$ cat src/rtl/shcfg_pkg.sv
// Package: register map, field layout, timing and carrier types of the hub channel config
package shcfg_pkg;
    // ============================================================
    // Register indices (byte address is four times the index)
    localparam logic [7:0] IDX_S1_ADDR = 8'h15;
    localparam logic [7:0] IDX_S1_TREG = 8'h16;
    localparam logic [7:0] IDX_S1_CFG = 8'h17;
    localparam logic [7:0] IDX_S2_ADDR = 8'h18;
    localparam logic [7:0] IDX_S2_TREG = 8'h19;
    localparam logic [7:0] IDX_S2_CFG = 8'h1a;
    localparam logic [7:0] IDX_S3_ADDR = 8'h1b;
    localparam logic [7:0] IDX_S3_TREG = 8'h1c;
    localparam logic [7:0] IDX_HUB_CTRL = 8'h30;
    localparam logic [7:0] IDX_HUB_STAT = 8'h31;
    localparam int ADDR_LSB = 2;
    localparam int IDX_W = 8;

    // ============================================================
    // Field layout
    localparam int ADDR_RW_BIT = 0;
    localparam int ADDR_MSB = 7;
    localparam int ADDR_LSB7 = 1;
    localparam int CFG_RATE_MSB = 7;
    localparam int CFG_RATE_LSB = 6;
    localparam int CFG_BATCH_BIT = 3;
    localparam int CFG_CNT_MSB = 2;
    localparam int CTRL_EN_BIT = 0;
    localparam int CTRL_NSENS_MSB = 2;
    localparam int CTRL_NSENS_LSB = 1;
    localparam int CTRL_TRIG_BIT = 3;
    localparam int CTRL_WONCE_BIT = 4;
    localparam int CTRL_S3CNT_MSB = 10;
    localparam int CTRL_S3CNT_LSB = 8;
    localparam int CTRL_S3BATCH_BIT = 11;
    localparam int CTRL_WDATA_MSB = 23;
    localparam int CTRL_WDATA_LSB = 16;
    localparam int STAT_ENDOP_BIT = 0;
    localparam int STAT_BUSY_BIT = 1;
    localparam int STAT_NACK_LSB = 2;
    localparam int STAT_WODONE_BIT = 5;
    localparam int NUM_CH = 3;

    // ============================================================
    // Reset values
    localparam logic [7:0] RST_BYTE = 8'h00;
    localparam logic [31:0] RST_WORD = 32'h0000_0000;

    // ============================================================
    // Hub rates in millihertz and the cycle counts they give at pclk
    localparam longint CLK_HZ = 100_000_000;
    localparam longint RATE_104_MHZ = 104_000;
    localparam longint RATE_52_MHZ = 52_000;
    localparam longint RATE_26_MHZ = 26_000;
    localparam longint RATE_12P5_MHZ = 12_500;
    localparam int PER_104_CYC = int'(CLK_HZ * 1000 / RATE_104_MHZ);
    localparam int PER_52_CYC = int'(CLK_HZ * 1000 / RATE_52_MHZ);
    localparam int PER_26_CYC = int'(CLK_HZ * 1000 / RATE_26_MHZ);
    localparam int PER_12P5_CYC = int'(CLK_HZ * 1000 / RATE_12P5_MHZ);
    localparam int RATE_CNT_W = 24;

    // ============================================================
    // Carrier types
    typedef struct packed {
        logic [1:0] chan;
        logic [6:0] bus_addr;
        logic rd;
        logic [7:0] target_reg;
        logic [7:0] wdata;
        logic [2:0] read_count;
        logic fifo_batch_en;
    } shcfg_txn_s;

    typedef struct packed {
        logic done;
        logic noack;
    } shcfg_resp_s;
endpackage

$ cat src/rtl/shcfg_sync.sv
// Two-flop synchroniser with rising-edge pulse for an asynchronous pin
`timescale 1ns/10ps
`default_nettype none
module shcfg_sync (
    input wire logic pclk,
    input wire logic presetn,
    input wire logic async_in,
    output logic level_out,
    output logic rise_pulse
);
    logic meta_r;
    logic sync_r;
    logic prev_r;

    always_ff @(posedge pclk or negedge presetn) begin
        if (!presetn) begin
            meta_r <= 1'b0;
            sync_r <= 1'b0;
            prev_r <= 1'b0;
        end else begin
            meta_r <= async_in;
            sync_r <= meta_r;
            prev_r <= sync_r;
        end
    end

    // Edge taken from the second flop only
    assign level_out = sync_r;
    assign rise_pulse = sync_r & ~prev_r;
endmodule
`default_nettype wire

$ cat src/rtl/shcfg_rate.sv
// Hub cycle rate divider: one-cycle tick at the effective hub rate
`timescale 1ns/10ps
`default_nettype none
module shcfg_rate #(
    parameter int PER_104 = shcfg_pkg::PER_104_CYC,
    parameter int PER_52 = shcfg_pkg::PER_52_CYC,
    parameter int PER_26 = shcfg_pkg::PER_26_CYC,
    parameter int PER_12P5 = shcfg_pkg::PER_12P5_CYC
) (
    input wire logic pclk,
    input wire logic presetn,
    input wire logic run,
    input wire logic [1:0] rate_code,
    output logic tick
);
    localparam int CW = shcfg_pkg::RATE_CNT_W;
    logic [CW-1:0] cnt_r;
    logic [CW-1:0] period;

    always_comb begin
        case (rate_code)
            2'h0: period = CW'(PER_104);
            2'h1: period = CW'(PER_52);
            2'h2: period = CW'(PER_26);
            default: period = CW'(PER_12P5);
        endcase
    end

    assign tick = run && (cnt_r >= period - CW'(1));

    always_ff @(posedge pclk or negedge presetn) begin
        if (!presetn) begin
            cnt_r <= '0;
        end else if (!run || tick) begin
            cnt_r <= '0;
        end else begin
            cnt_r <= cnt_r + CW'(1);
        end
    end
endmodule
`default_nettype wire

$ cat src/rtl/shcfg_top.sv
// Sensor hub channel configuration registers and channel sequencer, APB slave
`timescale 1ns/10ps
`default_nettype none
module shcfg_top #(
    parameter int PER_104 = shcfg_pkg::PER_104_CYC,
    parameter int PER_52 = shcfg_pkg::PER_52_CYC,
    parameter int PER_26 = shcfg_pkg::PER_26_CYC,
    parameter int PER_12P5 = shcfg_pkg::PER_12P5_CYC
) (
    input wire logic pclk,
    input wire logic presetn,
    input wire logic psel,
    input wire logic penable,
    input wire logic pwrite,
    input wire logic [31:0] paddr,
    input wire logic [31:0] pwdata,
    input wire logic [3:0] pstrb,
    output logic [31:0] prdata,
    output logic pready,
    output logic pslverr,
    input wire logic [1:0] motion_rate_code,
    input wire logic motion_drdy,
    input wire logic ext_trigger_pin,
    output logic txn_valid,
    input wire logic txn_ready,
    output shcfg_pkg::shcfg_txn_s txn_req,
    input wire shcfg_pkg::shcfg_resp_s txn_resp,
    output logic hub_busy,
    output logic hub_cycle_done
);
    localparam int NCH = shcfg_pkg::NUM_CH;

    // ============================================================
    // Register storage
    logic [7:0] s1_addr_r;
    logic [7:0] s1_treg_r;
    logic [7:0] s1_cfg_r;
    logic [7:0] s2_addr_r;
    logic [7:0] s2_treg_r;
    logic [7:0] s2_cfg_r;
    logic [7:0] s3_addr_r;
    logic [7:0] s3_treg_r;
    logic [31:0] ctrl_r;
    logic endop_r;
    logic [NCH-1:0] noack_r;
    logic wonce_done_r;

    // ============================================================
    // APB decode
    logic [shcfg_pkg::IDX_W-1:0] idx;
    logic setup;
    logic wr_acc;
    logic mapped;
    logic [31:0] rd_word;
    logic [31:0] stat_word;

    assign idx = paddr[shcfg_pkg::ADDR_LSB +: shcfg_pkg::IDX_W];
    assign setup = psel & ~penable;
    assign wr_acc = psel & penable & pwrite & mapped & pstrb[0];
    assign pready = 1'b1;

    always_comb begin
        mapped = 1'b1;
        rd_word = shcfg_pkg::RST_WORD;
        case (idx)
            shcfg_pkg::IDX_S1_ADDR: rd_word[7:0] = s1_addr_r;
            shcfg_pkg::IDX_S1_TREG: rd_word[7:0] = s1_treg_r;
            shcfg_pkg::IDX_S1_CFG: rd_word[7:0] = s1_cfg_r;
            shcfg_pkg::IDX_S2_ADDR: rd_word[7:0] = s2_addr_r;
            shcfg_pkg::IDX_S2_TREG: rd_word[7:0] = s2_treg_r;
            shcfg_pkg::IDX_S2_CFG: rd_word[7:0] = s2_cfg_r;
            shcfg_pkg::IDX_S3_ADDR: rd_word[7:0] = s3_addr_r;
            shcfg_pkg::IDX_S3_TREG: rd_word[7:0] = s3_treg_r;
            shcfg_pkg::IDX_HUB_CTRL: rd_word = ctrl_r;
            shcfg_pkg::IDX_HUB_STAT: rd_word = stat_word;
            default: mapped = 1'b0;
        endcase
    end

    // Read data sampled in setup so the access phase needs no wait state
    always_ff @(posedge pclk or negedge presetn) begin
        if (!presetn) begin
            prdata <= shcfg_pkg::RST_WORD;
        end else if (setup && !pwrite) begin
            prdata <= rd_word;
        end
    end

    always_ff @(posedge pclk or negedge presetn) begin
        if (!presetn) begin
            pslverr <= 1'b0;
        end else if (setup) begin
            pslverr <= ~mapped;
        end
    end

    // ============================================================
    // Channel configuration registers
    always_ff @(posedge pclk or negedge presetn) begin
        if (!presetn) begin
            s1_addr_r <= shcfg_pkg::RST_BYTE;
            s1_treg_r <= shcfg_pkg::RST_BYTE;
            s1_cfg_r <= shcfg_pkg::RST_BYTE;
            s2_addr_r <= shcfg_pkg::RST_BYTE;
            s2_treg_r <= shcfg_pkg::RST_BYTE;
            s2_cfg_r <= shcfg_pkg::RST_BYTE;
            s3_addr_r <= shcfg_pkg::RST_BYTE;
            s3_treg_r <= shcfg_pkg::RST_BYTE;
        end else if (wr_acc) begin
            case (idx)
                shcfg_pkg::IDX_S1_ADDR: s1_addr_r <= pwdata[7:0];
                shcfg_pkg::IDX_S1_TREG: s1_treg_r <= pwdata[7:0];
                // Reserved bits held at zero whatever software writes
                shcfg_pkg::IDX_S1_CFG: s1_cfg_r <= pwdata[7:0] & 8'hcf;
                shcfg_pkg::IDX_S2_ADDR: s2_addr_r <= pwdata[7:0];
                shcfg_pkg::IDX_S2_TREG: s2_treg_r <= pwdata[7:0];
                shcfg_pkg::IDX_S2_CFG: s2_cfg_r <= pwdata[7:0] & 8'h0f;
                shcfg_pkg::IDX_S3_ADDR: s3_addr_r <= pwdata[7:0];
                shcfg_pkg::IDX_S3_TREG: s3_treg_r <= pwdata[7:0];
                default: ;
            endcase
        end
    end

    // Hub control word; byte lanes honoured as it is wider than a byte
    always_ff @(posedge pclk or negedge presetn) begin
        if (!presetn) begin
            ctrl_r <= shcfg_pkg::RST_WORD;
        end else if (psel && penable && pwrite && idx == shcfg_pkg::IDX_HUB_CTRL) begin
            for (int b = 0; b < 4; b++) begin
                if (pstrb[b]) begin
                    ctrl_r[8*b +: 8] <= pwdata[8*b +: 8];
                end
            end
        end
    end

    logic hub_en;
    logic [1:0] hub_sensor_count;
    logic trig_sel;
    logic first_cycle_write_only;
    assign hub_en = ctrl_r[shcfg_pkg::CTRL_EN_BIT];
    assign hub_sensor_count = ctrl_r[shcfg_pkg::CTRL_NSENS_MSB:shcfg_pkg::CTRL_NSENS_LSB];
    assign trig_sel = ctrl_r[shcfg_pkg::CTRL_TRIG_BIT];
    assign first_cycle_write_only = ctrl_r[shcfg_pkg::CTRL_WONCE_BIT];

    // ============================================================
    // Per-channel view of the configuration
    logic [6:0] ch_addr [NCH];
    logic [7:0] ch_treg [NCH];
    logic [NCH-1:0] ch_rd;
    logic [NCH-1:0] ch_batch;
    logic [2:0] ch_cnt [NCH];
    logic [7:0] addr_reg [NCH];
    logic [NCH-1:0] ch_on;

    assign addr_reg[0] = s1_addr_r;
    assign addr_reg[1] = s2_addr_r;
    assign addr_reg[2] = s3_addr_r;
    assign ch_treg[0] = s1_treg_r;
    assign ch_treg[1] = s2_treg_r;
    assign ch_treg[2] = s3_treg_r;
    assign ch_batch[0] = s1_cfg_r[shcfg_pkg::CFG_BATCH_BIT];
    assign ch_batch[1] = s2_cfg_r[shcfg_pkg::CFG_BATCH_BIT];
    assign ch_batch[2] = ctrl_r[shcfg_pkg::CTRL_S3BATCH_BIT];
    assign ch_cnt[0] = s1_cfg_r[shcfg_pkg::CFG_CNT_MSB:0];
    assign ch_cnt[1] = s2_cfg_r[shcfg_pkg::CFG_CNT_MSB:0];
    assign ch_cnt[2] = ctrl_r[shcfg_pkg::CTRL_S3CNT_MSB:shcfg_pkg::CTRL_S3CNT_LSB];

    genvar g;
    generate
        for (g = 0; g < NCH; g++) begin : g_ch
            assign ch_addr[g] = addr_reg[g][shcfg_pkg::ADDR_MSB:shcfg_pkg::ADDR_LSB7];
            assign ch_rd[g] = addr_reg[g][shcfg_pkg::ADDR_RW_BIT];
            // Channel serviced when within the sensor count; 2 and 3 need read enable
            if (g == 0) begin : g_first
                assign ch_on[g] = 1'b1;
            end else begin : g_rest
                assign ch_on[g] = (hub_sensor_count >= 2'(g)) && ch_rd[g];
            end
        end
    endgenerate

    // ============================================================
    // Hub trigger: rate tick or synchronised external pin
    logic [1:0] motion_code_eff;
    logic [1:0] rate_eff;
    logic rate_tick;
    logic pin_rise;
    logic hub_trigger;
    logic [1:0] hub_rate_sel;

    assign hub_rate_sel = s1_cfg_r[shcfg_pkg::CFG_RATE_MSB:shcfg_pkg::CFG_RATE_LSB];
    assign motion_code_eff = motion_rate_code;
    // Larger code is slower; pick the slower of selected hub rate and motion rate
    assign rate_eff = (motion_code_eff > hub_rate_sel) ? motion_code_eff : hub_rate_sel;

    shcfg_rate #(
        .PER_104(PER_104),
        .PER_52(PER_52),
        .PER_26(PER_26),
        .PER_12P5(PER_12P5)
    ) u_rate (
        .pclk(pclk),
        .presetn(presetn),
        .run(hub_en),
        .rate_code(rate_eff),
        .tick(rate_tick)
    );

    shcfg_sync u_pin (
        .pclk(pclk),
        .presetn(presetn),
        .async_in(ext_trigger_pin),
        .level_out(),
        .rise_pulse(pin_rise)
    );

    // Rate-paced data-ready is held pending until the next motion data-ready
    logic tick_pend_r;
    always_ff @(posedge pclk or negedge presetn) begin
        if (!presetn) begin
            tick_pend_r <= 1'b0;
        end else if (!hub_en || trig_sel) begin
            tick_pend_r <= 1'b0;
        end else if (rate_tick) begin
            tick_pend_r <= 1'b1;
        end else if (motion_drdy) begin
            tick_pend_r <= 1'b0;
        end
    end

    assign hub_trigger = hub_en && (trig_sel ? pin_rise : (tick_pend_r && motion_drdy));

    // ============================================================
    // Channel sequencer
    typedef enum logic [1:0] {ST_IDLE, ST_SCAN, ST_ISSUE, ST_WAIT} shcfg_state_e;
    shcfg_state_e state_r;
    logic [1:0] ch_r;
    logic ch0_skip;
    logic ch_go;

    // Sensor 1 write suppressed after the first acknowledged write when first_cycle_write_only
    assign ch0_skip = !ch_rd[0] && first_cycle_write_only && wonce_done_r;
    assign ch_go = ch_on[ch_r] && !(ch_r == 2'd0 && ch0_skip);

    always_ff @(posedge pclk or negedge presetn) begin
        if (!presetn) begin
            state_r <= ST_IDLE;
            ch_r <= 2'd0;
        end else begin
            case (state_r)
                ST_IDLE: begin
                    if (hub_trigger) begin
                        state_r <= ST_SCAN;
                        ch_r <= 2'd0;
                    end
                end
                ST_SCAN: begin
                    if (32'(ch_r) >= NCH) begin
                        state_r <= ST_IDLE;
                    end else if (ch_go) begin
                        state_r <= ST_ISSUE;
                    end else begin
                        ch_r <= ch_r + 2'd1;
                    end
                end
                ST_ISSUE: begin
                    if (txn_ready) begin
                        state_r <= ST_WAIT;
                    end
                end
                ST_WAIT: begin
                    if (txn_resp.done) begin
                        state_r <= ST_SCAN;
                        ch_r <= ch_r + 2'd1;
                    end
                end
                default: state_r <= ST_IDLE;
            endcase
        end
    end

    // Request fields from flops, loaded as the channel is chosen
    always_ff @(posedge pclk or negedge presetn) begin
        if (!presetn) begin
            txn_req <= '0;
        end else if (state_r == ST_SCAN && 32'(ch_r) < NCH && ch_go) begin
            txn_req.chan <= ch_r;
            txn_req.bus_addr <= ch_addr[ch_r];
            // Channels 2 and 3 only ever read
            txn_req.rd <= (ch_r == 2'd0) ? ch_rd[0] : 1'b1;
            txn_req.target_reg <= ch_treg[ch_r];
            txn_req.wdata <= ctrl_r[shcfg_pkg::CTRL_WDATA_MSB:shcfg_pkg::CTRL_WDATA_LSB];
            txn_req.read_count <= ch_cnt[ch_r];
            txn_req.fifo_batch_en <= ch_batch[ch_r];
        end
    end

    assign txn_valid = (state_r == ST_ISSUE);
    assign hub_busy = (state_r != ST_IDLE);
    assign hub_cycle_done = (state_r == ST_SCAN) && (32'(ch_r) >= NCH);

    // ============================================================
    // Status flags: hardware set wins over a write-one clear
    logic stat_wr;
    logic [NCH-1:0] noack_set;
    logic wonce_set;
    assign stat_wr = psel && penable && pwrite && pstrb[0] && idx == shcfg_pkg::IDX_HUB_STAT;
    assign wonce_set = (state_r == ST_WAIT) && txn_resp.done && (txn_req.chan == 2'd0)
        && !txn_req.rd && !txn_resp.noack;

    generate
        for (g = 0; g < NCH; g++) begin : g_nack
            assign noack_set[g] = (state_r == ST_WAIT) && txn_resp.done && txn_resp.noack
                && (txn_req.chan == 2'(g));
            always_ff @(posedge pclk or negedge presetn) begin
                if (!presetn) begin
                    noack_r[g] <= 1'b0;
                end else if (noack_set[g]) begin
                    noack_r[g] <= 1'b1;
                end else if (stat_wr && pwdata[shcfg_pkg::STAT_NACK_LSB + g]) begin
                    noack_r[g] <= 1'b0;
                end
            end
        end
    endgenerate

    always_ff @(posedge pclk or negedge presetn) begin
        if (!presetn) begin
            wonce_done_r <= 1'b0;
        end else if (wonce_set && first_cycle_write_only) begin
            wonce_done_r <= 1'b1;
        end else if (stat_wr && pwdata[shcfg_pkg::STAT_WODONE_BIT]) begin
            wonce_done_r <= 1'b0;
        end
    end

    always_ff @(posedge pclk or negedge presetn) begin
        if (!presetn) begin
            endop_r <= 1'b0;
        end else if (hub_cycle_done) begin
            endop_r <= 1'b1;
        end else if (hub_trigger && state_r == ST_IDLE) begin
            endop_r <= 1'b0;
        end
    end

    always_comb begin
        stat_word = shcfg_pkg::RST_WORD;
        stat_word[shcfg_pkg::STAT_ENDOP_BIT] = endop_r;
        stat_word[shcfg_pkg::STAT_BUSY_BIT] = hub_busy;
        stat_word[shcfg_pkg::STAT_NACK_LSB +: NCH] = noack_r;
        stat_word[shcfg_pkg::STAT_WODONE_BIT] = wonce_done_r;
    end
endmodule
`default_nettype wire

$ cat config.mk
export PLATFORM = sky130hd
export DESIGN_NAME = shcfg_top
export DESIGN_NICKNAME = d
export VERILOG_FILES = /design/src/rtl/shcfg_pkg.sv /design/src/rtl/shcfg_sync.sv /design/src/rtl/shcfg_rate.sv /design/src/rtl/shcfg_top.sv
export SDC_FILE = /design/constraint.sdc
export NUM_CORES = 1
export LEC_CHECK = 0
export BUFFER_PORTS_ARGS = -buffer_cell sky130_fd_sc_hd__buf_4
export CORE_MARGIN = 2
export CORE_UTILIZATION = 57
export CTS_CLUSTER_SIZE = 14
export DETAILED_ROUTE_END_ITERATION = 16
export PLACE_DENSITY = 0.79
export SYNTH_ARGS = -nofsm -noshare
export SYNTH_HDL_FRONTEND = slang
export SYNTH_SLANG_ARGS = --single-unit
$ cat constraint.sdc
create_clock -name pclk -period 3.55 [get_ports pclk]
set_clock_uncertainty 0.1 [all_clocks]
set_input_delay 0.71 -clock pclk [delete_from_list [all_inputs] [get_ports pclk]]
set_output_delay 0.71 -clock pclk [all_outputs]
set_load 0.1 [all_outputs]
==> impl_metrics.tcl, run 1 <==
set metrics [dict create \
    p_sw_frac 0.3265 \
    rsz0062_at_grt "no" \
    stdcell_count 1227 \
    hold_class "input pin to asynchronous set/reset pin" \
    hpwlAfterDp_mm 16.08 \
    vias 7192 \
    yosysSeqAreaShare 0.5075 \
    grt_pass1_vias 7120 \
    slowest_stage "a2111oi_1" \
    clockBufferDepth 2 \
    synth_area_leader_cell "dfrtp_1" \
    async_flop_share 1.000 \
    wirelength_mm 23.07 \
    end_kind "flop" \
    max_stage_delay_ns 0.41 \
    dpl_cell_area_um2 10620 \
    finalPower_uw 5453 \
    cp_max_fo 14 \
    fp.coreArea_um2 16000 \
    power_density_nw_per_um2 486.3 \
    cellInternalPower_uw 3673 \
    io_buffer_count 121 \
    slew-limit-headroom 0.3306 \
    root_buffer "clkbuf_16" \
    p_sw_uw 1780 \
    dr.pass1.iters 6 \
    cts_buffers 17 \
    tightestPinTransition_ns 0.9949 \
    start_util 0.5855 \
    period_share 0.9258 \
    die_width_um 132.2 \
    p_seq_frac 0.426 \
    ir_worst_vdd_mv 0.3851 \
    path_cells "inv_1 -> ha_1 -> o22ai_1 -> mux2i_1 -> inv_1 -> nand2_1 -> ha_1 -> a21oi_1 -> o21ai_0 -> a2111oi_1 -> buf_4 -> nand4_1 -> buf_4 -> nor2_1" \
    cp-start-kind "flop" \
    syn_area_per_cell_um2 10.77 \
    cp-startpoint "s1_cfg_r[7]" \
    synth_edf_count 0 \
    post_cts_buffers 0 \
    place_congestion 0.9349 \
    grt_max_degree 97 \
    synth_ff_type "dfrtp_1" \
    postSynthCellCount 870 \
    synth.area.top_cells "dfrtp_1 (51%), mux2_2 (13%), ha_1 (4.5%), nand2_1 (4.5%), mux2i_1 (4.0%)" \
    ys_types 55 \
    dp_cells 1195 \
    total_leakage_power_uw 0.005575 \
    fp.dieArea_um2 17480 \
    r2r_start "s1_cfg_r[7]" \
    area_growth_pct 19.70 \
    path_clk_slew_ns 0.07 \
    fillers 1206 \
    crit_arrival_ns 3.55 \
    fmax_mhz 304.3 \
    pin_count 147 \
    rows 46 \
    holdWs_ns 0.2466 \
    p_comb_frac 0.217 \
    fin_area_um2 11210 \
    pwr-share-clk 0.357 \
    groute.usage.overall 0.2688 \
    crit_buf_inv 4 \
    worstPathRequired_ns 3.81 \
    period_minus_slack_ns 3.287 \
    hold_viol 0 \
    finalSetupTns_ns 0 \
    ys_warn_count 0 \
    worstSkewPairLatency_ns 0.44 \
    synth_fp_nets 984 \
    antenna_found_initial 0 \
    antenna_left 0 \
    slew_violations 0 \
    vias_per_cell 5.861 \
    cts_tree "yes" \
    drtIter0Drc 580 \
    layout-drive-gt1-share 0.2928 \
    synth_area_um2 9368 \
    most-common-layout-cells "dfrtp_1 (190), buf_4 (147), nand2_1 (113)" \
    route.detailed.drc 0 \
    max_cap_viol_count 0 \
    layout_commonest_cell "dfrtp_1" \
    critPathKind "flop to flop" \
    htreeDepth 4 \
    wl_per_cell_um 18.80 \
    synth-seq-cells 190 \
    dieHeight_um 132.2 \
    num_antenna_cells 0 \
    finalSetupViolCount 0 \
    yosysTopAreaCellShare 0.5075 \
    outcome "completed" \
    final_nets 1112 \
    clkSinkCount 190 \
    crit_family "compound AO/OA/AOI/OAI gates" \
    overflow 0 \
    grt_pass1_wl_mm 37.03 \
]
power groups by stage:
| stage | clock [uW] | sequential (uW) | combinational (uW) |
|---|---|---|---|
| 2_1_floorplan | 0 | 2560 | 619 |
| 3_3_place_gp | 0 | 2360 | 1160 |
| 3_5_place_dp | 0 | 2360 | 1180 |
| 4_1_cts | 1970 | 2320 | 1190 |
| 5_1_grt | 2060 | 2330 | 1270 |
| 6_report | 1950 | 2320 | 1180 |
final timing paths:
path	depth (start not counted)	end	slack, ns
worst max-delay path	14	u_rate.cnt_r[8]	0.26
worst min-delay path	1	state_r[0]	0.25
worst max register to register	14	u_rate.cnt_r[8]	0.26
worst min register to register	0	u_pin.level_out	0.25
max in group asynchronous	2	txn_req[6]	2.29
min in group pclk	0	u_pin.level_out	0.25
through the flow:
step	worst slack (ns)	utilization
after floorplan	0.03173	-
after global placement	-0.03645	0.6635
after detailed placement	-0.08079	0.6635
after CTS	0.2208	0.7007
after global routing	0.01190	0.7008
final	0.2633	0.7008
Yosys cell counts (7+ instances only):
library cell and instances:
a21oi_1 36, a22oi_1 9, and3_1 7, clkbuf_1 28
dfrtp_1 190, ha_1 34, inv_1 24, mux2_2 105
mux2i_1 37, nand2_1 113, nand3_1 40, nand4_1 9
nor2_1 59, nor2b_1 10, nor3b_1 8, o21ai_0 38
o22ai_1 7, xnor2_1 7, xor2_1 14
routing by layer:
layer	wire length, um	part of all wire	vias up	GRT usage
li1	-	-	3329	-
met3	1451	0.063	51	0.05575
met1	10180	0.44	3555	0.3587
met5	0	0	-	0
met4	687	0.030	0	0.1063
met2	10750	0.47	257	0.4340
cell type report:
type | count | area (um^2) | area share
flip-flops and latches | 190 | 4755 | 0.4240
well taps | 216 | 270.3 | 0.02410
multi-input cells | 616 | 4365 | 0.3893
clock inverters | 12 | 148.9 | 0.01328
clock buffers | 20 | 446.7 | 0.03983
inverters | 24 | 90.09 | 0.008034
repair buffers | 149 | 1137 | 0.1014
timing repair:
action                                 in CTS  in global routing
endpoints found under the hold margin       0                  0
hold buffers                                0                  0
gates resized for setup                     0                  1
setup endpoints to repair                   0                  4
logic make-up (layout without fill, tap and decap cells):
family / count (synthesis) / count (layout) / synth area share
buf+inv: 64 / 205 / 0.02685
fa+ha+maj: 34 / 34 / 0.04541
other cells: 2 / 2 / 0.0008017
xor+xnor: 21 / 21 / 0.01963
simple gates: 287 / 287 / 0.1471
flops: 190 / 190 / 0.5075
mux: 143 / 143 / 0.1670
compound gates: 129 / 129 / 0.08575
state kept, by name (all words and copies together), names as in the netlist, 2 cells and up:
register	count
ctrl_r	32
prdata	32
txn_req	30
u_rate.cnt_r	24
s1_addr_r	8
s1_treg_r	8
s2_addr_r	8
s2_treg_r	8
s3_addr_r	8
s3_treg_r	8
s1_cfg_r	6
s2_cfg_r	4
noack_r	3
ch_r	2
state_r	2
Power figures use the tool's default switching activity.
==> run 2, diff against run 1 <==
--- a/config.mk
+++ b/config.mk
@@ -8,6 +8,7 @@
 export BUFFER_PORTS_ARGS = -buffer_cell sky130_fd_sc_hd__buf_4
 export CORE_MARGIN = 2
 export CORE_UTILIZATION = 57
+export CTS_BUF_LIST = sky130_fd_sc_hd__clkbuf_8 sky130_fd_sc_hd__clkbuf_16
 export CTS_CLUSTER_SIZE = 14
 export DETAILED_ROUTE_END_ITERATION = 16
 export PLACE_DENSITY = 0.79
==> run 2 against run 1 <==
Compared with the run above:
- count of clock-buffer cells in the layout shrank 2
- non-clock buffer count unchanged
- critical path depth is the same
- largest cell class unchanged
- clock power about the same
- worst hold slack improved by 0.00094 ns
- die area did not move
- sequential share of layout area unchanged
- sequential cell count unchanged
- highest routed layer unchanged
- first-iteration DRC count is 6.2% higher
- register-to-register slack is essentially flat
- cell count did not move
- total power barely moved
==> impl_metrics.tcl, run 2 (synthesis gave the netlist of run 1 again) <==
set metrics [dict create \
    outcome "completed" \
    cp-start-kind "flop" \
    pin_count 147 \
    dr.pass1.iters 8 \
    hpwlAfterDp_mm 16.08 \
    ir_worst_vdd_mv 0.3873 \
    period_minus_slack_ns 3.293 \
    cts_tree "yes" \
    hold_class "input pin to asynchronous set/reset pin" \
    r2r_cells 14 \
    max_cap_viol_count 0 \
    area_growth_pct 19.70 \
    max_stage_delay_ns 0.40 \
    slowest_stage "dfrtp_1" \
    hold_buffers 0 \
    crit_arrival_ns 3.55 \
    total_leakage_power_uw 0.005583 \
    dieHeight_um 132.2 \
    most-common-layout-cells "dfrtp_1 (190), buf_4 (147), nand2_1 (113)" \
    cts_resized 0 \
    dpl_cell_area_um2 10620 \
    rows 46 \
    finalSetupTns_ns 0 \
    layout-drive-gt1-share 0.2928 \
    slew_violations 0 \
    drtIter0Drc 616 \
    wl_per_cell_um 18.81 \
    fp.dieArea_um2 17480 \
    fmax_mhz 303.7 \
    fillers 1206 \
    worstPathRequired_ns 3.81 \
    path_cells "inv_1 -> ha_1 -> o22ai_1 -> mux2i_1 -> inv_1 -> nand2_1 -> ha_1 -> a21oi_1 -> o21ai_0 -> a2111oi_1 -> buf_4 -> nand4_1 -> buf_4 -> nor2_1" \
    grt_max_degree 97 \
    holdWs_ns 0.2476 \
    start_util 0.5855 \
    clockBufferDepth 2 \
    cts_buffers 17 \
    num_antenna_cells 0 \
    path_clk_slew_ns 0.07 \
    groute.usage.overall 0.2687 \
    root_buffer "clkbuf_16" \
    tightestPinTransition_ns 0.9949 \
    io_buffer_count 121 \
    fp.coreArea_um2 16000 \
    critPathKind "flop to flop" \
    post_cts_buffers 0 \
    place_congestion 0.9349 \
    slew-limit-headroom 0.3306 \
    grt_pass1_vias 7111 \
    stdcell_count 1227 \
    grt_pass1_wl_mm 37.02 \
    antenna_found_initial 0 \
    antenna_left 0 \
    die_width_um 132.2 \
    cp_max_fo 14 \
    vias 7201 \
    rsz0062_at_grt "no" \
    fin_area_um2 11210 \
    route.detailed.drc 0 \
    clkSinkCount 190 \
    dp_cells 1195 \
    hold_viol 0 \
    htreeDepth 4 \
    layout_commonest_cell "dfrtp_1" \
    final_nets 1112 \
    worstSkewPairLatency_ns 0.44 \
    end_kind "flop" \
    overflow 0 \
    finalPower_uw 5450 \
    wirelength_mm 23.08 \
    vias_per_cell 5.869 \
    finalSetupViolCount 0 \
    period_share 0.9276 \
    power_density_nw_per_um2 486.0 \
    largestRegisters "ctrl_r x32, prdata x32, txn_req x30" \
]
run 2: final cells by class:
cell class                      count  area (um^2)  share of cell area
Clock buffer                       18        439.2             0.03917
Clock inverter                     14        156.4             0.01395
Inverter                           24        90.09            0.008034
Multi-Input combinational cell    616         4365              0.3893
Sequential cell                   190         4755              0.4240
Tap cell                          216        270.3             0.02410
Timing Repair Buffer              149         1137              0.1014
run 2: final timing paths:
kind	startpoint	to	slack, ns
worst max-delay path	s1_cfg_r[7]	u_rate.cnt_r[8]	0.26
worst min-delay path	presetn	state_r[0]	0.25
worst max register to register	s1_cfg_r[7]	u_rate.cnt_r[8]	0.26
worst min register to register	u_pin.meta_r	u_pin.level_out	0.25
max in group asynchronous	presetn	txn_req[6]	2.28
min in group pclk	u_pin.meta_r	u_pin.level_out	0.25
run 2: critical path: cells and delay by family, from the launching register on:
family | cells | cell delay, ns
AOI/OAI and AO/OA | 4 | 0.83
adders and majority gates | 2 | 0.56
buffers and inverters | 4 | 0.63
DFF | 1 | 0.40
muxes | 1 | 0.26
and+or+nand+nor | 3 | 0.43
run 2: power breakdown:
part           total, uW  switching (uW)  internal (uW)  leakage [uW]
clock network       1950             874           1070      0.000291
logic               1180             836            347       0.00267
registers           2320            73.5           2250       0.00262
total               5450            1780           3670       0.00558
run 2: metrics by stage:
step / utilization / worst slack (ns)
floorplan: - / 0.03173
global placement: 0.6635 / -0.03645
detailed placement: 0.6635 / -0.08079
CTS: 0.7007 / 0.2208
global route: 0.7008 / 0.01190
finish: 0.7008 / 0.2569
run 2: metal layers:
| metal | share of wire | GRT usage |
|---|---|---|
| met1 | 0.44 | 0.3585 |
| met2 | 0.47 | 0.4349 |
| met3 | 0.066 | 0.05575 |
| met4 | 0.029 | 0.1045 |
| met5 | 0 | 0 |
